File: src/logic/ptc_fifo.v
`timescale 1ns/1ps
`default_nettype none
module ptc_fifo #(
  parameter WIDTH = 1,
  parameter DEPTH = 32,
  parameter AW    = 5
) (
  input  wire             sys_clk,   // clock
  input  wire             rstn,      // async reset, low
  input  wire [WIDTH-1:0] in_data,   // write data
  input  wire             in_valid,  // write request
  output wire             in_ready,  // not full
  output wire [WIDTH-1:0] out_data,  // head data
  output wire             out_valid, // not empty
  input  wire             out_ready  // drain
);
  localparam [AW:0] FULL = DEPTH;
  reg [WIDTH-1:0] mem [0:DEPTH-1];
  reg [AW-1:0]    wr_ptr;
  reg [AW-1:0]    rd_ptr;
  reg [AW:0]      count;
  wire            do_wr;
  wire            do_rd;
  assign in_ready  = (count != FULL);
  assign out_valid = (count != {(AW+1){1'b0}});
  assign out_data  = mem[rd_ptr];
  assign do_wr     = in_valid & in_ready;
  assign do_rd     = out_valid & out_ready;
  always @(posedge sys_clk) begin
    if (do_wr) begin
      mem[wr_ptr] <= in_data;
    end
  end
  always @(posedge sys_clk or negedge rstn) begin
    if (!rstn) begin
      wr_ptr <= {AW{1'b0}};
      rd_ptr <= {AW{1'b0}};
      count  <= {(AW+1){1'b0}};
    end else begin
      if (do_wr) wr_ptr <= wr_ptr + 1'b1;
      if (do_rd) rd_ptr <= rd_ptr + 1'b1;
      if (do_wr && !do_rd) count <= count + 1'b1;
      else if (do_rd && !do_wr) count <= count - 1'b1;
    end
  end
endmodule // ptc_fifo
`default_nettype wire

File: config.mk
export PLATFORM = sky130hd
export DESIGN_NAME = ptc_fifo
export DESIGN_NICKNAME = d
export VERILOG_FILES = /design/src/logic/ptc_fifo.v
export SDC_FILE = /design/constraint.sdc
export NUM_CORES = 1
export LEC_CHECK = 0
export BUFFER_PORTS_ARGS = -buffer_cell sky130_fd_sc_hd__buf_4
export CAP_MARGIN = 30
export CORE_MARGIN = 3
export CORE_UTILIZATION = 30
export CTS_CLUSTER_DIAMETER = 120
export CTS_CLUSTER_SIZE = 14
export DETAILED_ROUTE_END_ITERATION = 7
export PLACE_DENSITY = 0.41
export SYNTH_ARGS = -nofsm -noshare
export SYNTH_HDL_FRONTEND = slang
export SYNTH_SLANG_ARGS = --single-unit
File: constraint.sdc
create_clock -name sys_clk -period 3.3 [get_ports sys_clk]
set_input_delay 0.66 -clock sys_clk [delete_from_list [all_inputs] [get_ports sys_clk]]
set_output_delay 0.66 -clock sys_clk [all_outputs]
set_load 0.05 [all_outputs]
==> results.cfg <==
[clocking]
clkLatencyLatePin_ps = 290
cts_setup_buffers = 0
tritoncts = done
ctsResizeCount = 0
path_clk_slew_ps = 80
cts-root-buf = clkbuf_8
cts-htree-levels = 2
cts_buffers = 5
cts_hold_buf = 0
cts_max_path_buffers = 2
clock_sinks = 48

[run_status]
status = complete, no violations

[floorplanning]
rows = 32
core_sq_um = 7770
fp.dieW_um = 95.7
fp.dieH_um = 95.7
ios = 8
initial_core_util_pct = 31.1
die_area_sq_um = 9170

[power_and_ir_drop]
p_total_mw = 2.22
p_per_area_nw_per_um2 = 842
irDropWorstVdd_v = 0.000251
leakagePower_nw = 0.941

[global_routing]
grt_use_total_pct = 11.4
antenna_found_initial = 0
grt_pass1_vias = 1490
grt_max_degree = 33
grt_overflow = 0
grt_pass1_wl_um = 7710

[timing]
rsz0062_at_grt = false
max_clock_freq_mhz = 329
whs_ps = 209
hold_viol = 0
slew_headroom_pct = 54.9
maxSlewViolCount = 0
worst_clock_skew_ps = 4.82
tns_ps = 0
setup_viol = 0
fin_crit_sh_pct = 92.1
worst_slew_pin_slew_ps = 676
period_minus_slack_ps = 3040

[placed_design]
dp_hpwl_um = 3210
place.port_buffers = 7
gp_congestion = 0.806
postPlaceCellArea_sq_um = 2560

[setup_path]
crit_path_end_kind = output port
critical_path.max_stage_delay_ps = 780
cp.arrival_ps = 2380
worst_path_max_delay_cell = dfrtp_1
cp_cell_sequence = mux4_2 > mux2_2 > nand3_1 > nand4_1 > buf_4
startpoint_type = flop
crit_fanout = 13
critPathKind = flop to output port
required_ps = 2640

[logic_synthesis]
ys_seq_area_share_pct = 56.3
synth_edf_count = 32
synth.net_count = 216
avgSynthCellArea_sq_um = 12.1
synthFlopType = edfxtp_1
synth_seq_cells = 48
ys.warnings.count = 0
yosysUniqueCellTypes = 38
async_flop_share_pct = 33.3
synth.cell_area_sq_um = 2420
syn-instance-count = 199

[final_layout]
drive_gt1_share_pct = 14.1
nets = 222
syn2layout_area_growth_pct = 9.32
diodes = 0
final_area_sq_um = 2640

[routing]
drtPass1Iterations = 4
wire_per_inst_um = 15.4
wl_met1_um = 2310
dr_total_vias = 1470
dr.max_layer_used = met4
drt_iter0_markers = 85
met2WireLength_um = 2260
via_per_inst = 4.77
drtAntennaViolNets = 0
wirelength_um = 4750
drcViolationCount = 0
routed-wl-met3_um = 143

[run]
max_cap_viol_count = 0

[hold_path]
hold_path.class = primary input to asynchronous set/reset pin
-- state kept, by name, indices dropped and copies added (netlist names) --
signal	count
rd_ptr	5
count	6
mem	32
wr_ptr	5
-- Yosys cell counts, types with 3 or more instances --
cell / n / share of area, %
nor2_1: 35 / 5.4
edfxtp_1: 32 / 40
dfrtp_1: 16 / 17
ha_1: 11 / 5.7
inv_1: 11 / 1.7
nand2_1: 9 / 1.4
xnor2_1: 9 / 3.3
o21ai_0: 7 / 1.4
clkbuf_1: 6 / 0.93
mux4_2: 6 / 5.6
nand4_1: 5 / 1.3
a21oi_1: 4 / 0.83
mux2i_1: 4 / 1.7
nand3_1: 4 / 0.83
nand3b_1: 4 / 1.2
or3_1: 4 / 1.0
nand2_2: 3 / 0.78
-- cell families after synthesis --
| family | after synthesis | share of synthesized area [%] |
|---|---|---|
| adders and majority gates | 12 | 6.53 |
| xor gates and xnor gates | 11 | 3.99 |
| buffers and inverters | 20 | 3.52 |
| DFF | 48 | 56.3 |
| AOI/OAI and AO/OA | 21 | 5.59 |
| muxes | 13 | 8.65 |
| and+or+nand+nor | 74 | 15.4 |
-- placed cells by master, fill, tap and decap left out, drive strengths merged, types with 6 or more instances in the layout --
cell type / count
nand2: 13
edfxtp: 32
dfrtp: 16
mux4: 6
nor2: 35
inv: 11
ha: 11
xnor2: 9
o21ai: 7
clkbuf: 7
buf: 8
-- routing by layer --
metal / GRT usage (%) / vias up
met1: 16.0 / 726
met2: 17.2 / 18
li1: - / 722
met4: 3.44 / 0
met3: 3.05 / 4
met5: 0 / -
-- metrics by stage --
step | worst slack (ps) | utilization (%) | std cells
after floorplan | 661 | - | 199
after global placement | 526 | 33.0 | 300
after detailed placement | 476 | 33.0 | 300
after CTS | 190 | 34.0 | 308
after global routing | 105 | 34.0 | 308
final | 261 | 34.0 | 308
-- cell type report --
cell class              count  area [sq um]
fillers                   796          5130
flip-flops and latches     48          1360
multi-input cells         131           970
well taps                 102           128
clock buffers               7          76.3
repair buffers              8          60.1
inverters                  11          41.3
clock inverters             1          5.00
-- worst max-delay path: cells and delay by family, from the launching register on --
family	cells	cell delay, ps
muxes	2	910
buffers and inverters	1	200
and+or+nand+nor	2	190
DFF	1	780
-- power by group --
part           leakage, nW  total, mW  switching (mW)  internal [mW]
Combinational        0.420      0.869           0.466          0.403
Clock               0.0422      0.336           0.187          0.149
Sequential           0.479       1.02           0.249          0.770
-- worst paths after layout --
kind	cells past startpoint	start	to	slack, ps
min in group sys_clk	1	count[0]$_DFFE_PN0P_	count[0]$_DFFE_PN0P_	530
worst min register to register	1	count[0]$_DFFE_PN0P_	count[0]$_DFFE_PN0P_	530
worst min-delay path	1	rstn	rd_ptr[4]$_DFFE_PN0P_	210
worst max-delay path	5	rd_ptr[0]$_DFFE_PN0P_	out_data	260
worst max register to register	10	count[1]$_DFFE_PN0P_	count[4]$_DFFE_PN0P_	470
max in group asynchronous	1	rstn	wr_ptr[2]$_DFFE_PN0P_	2900
Power figures use the tool's default switching activity.
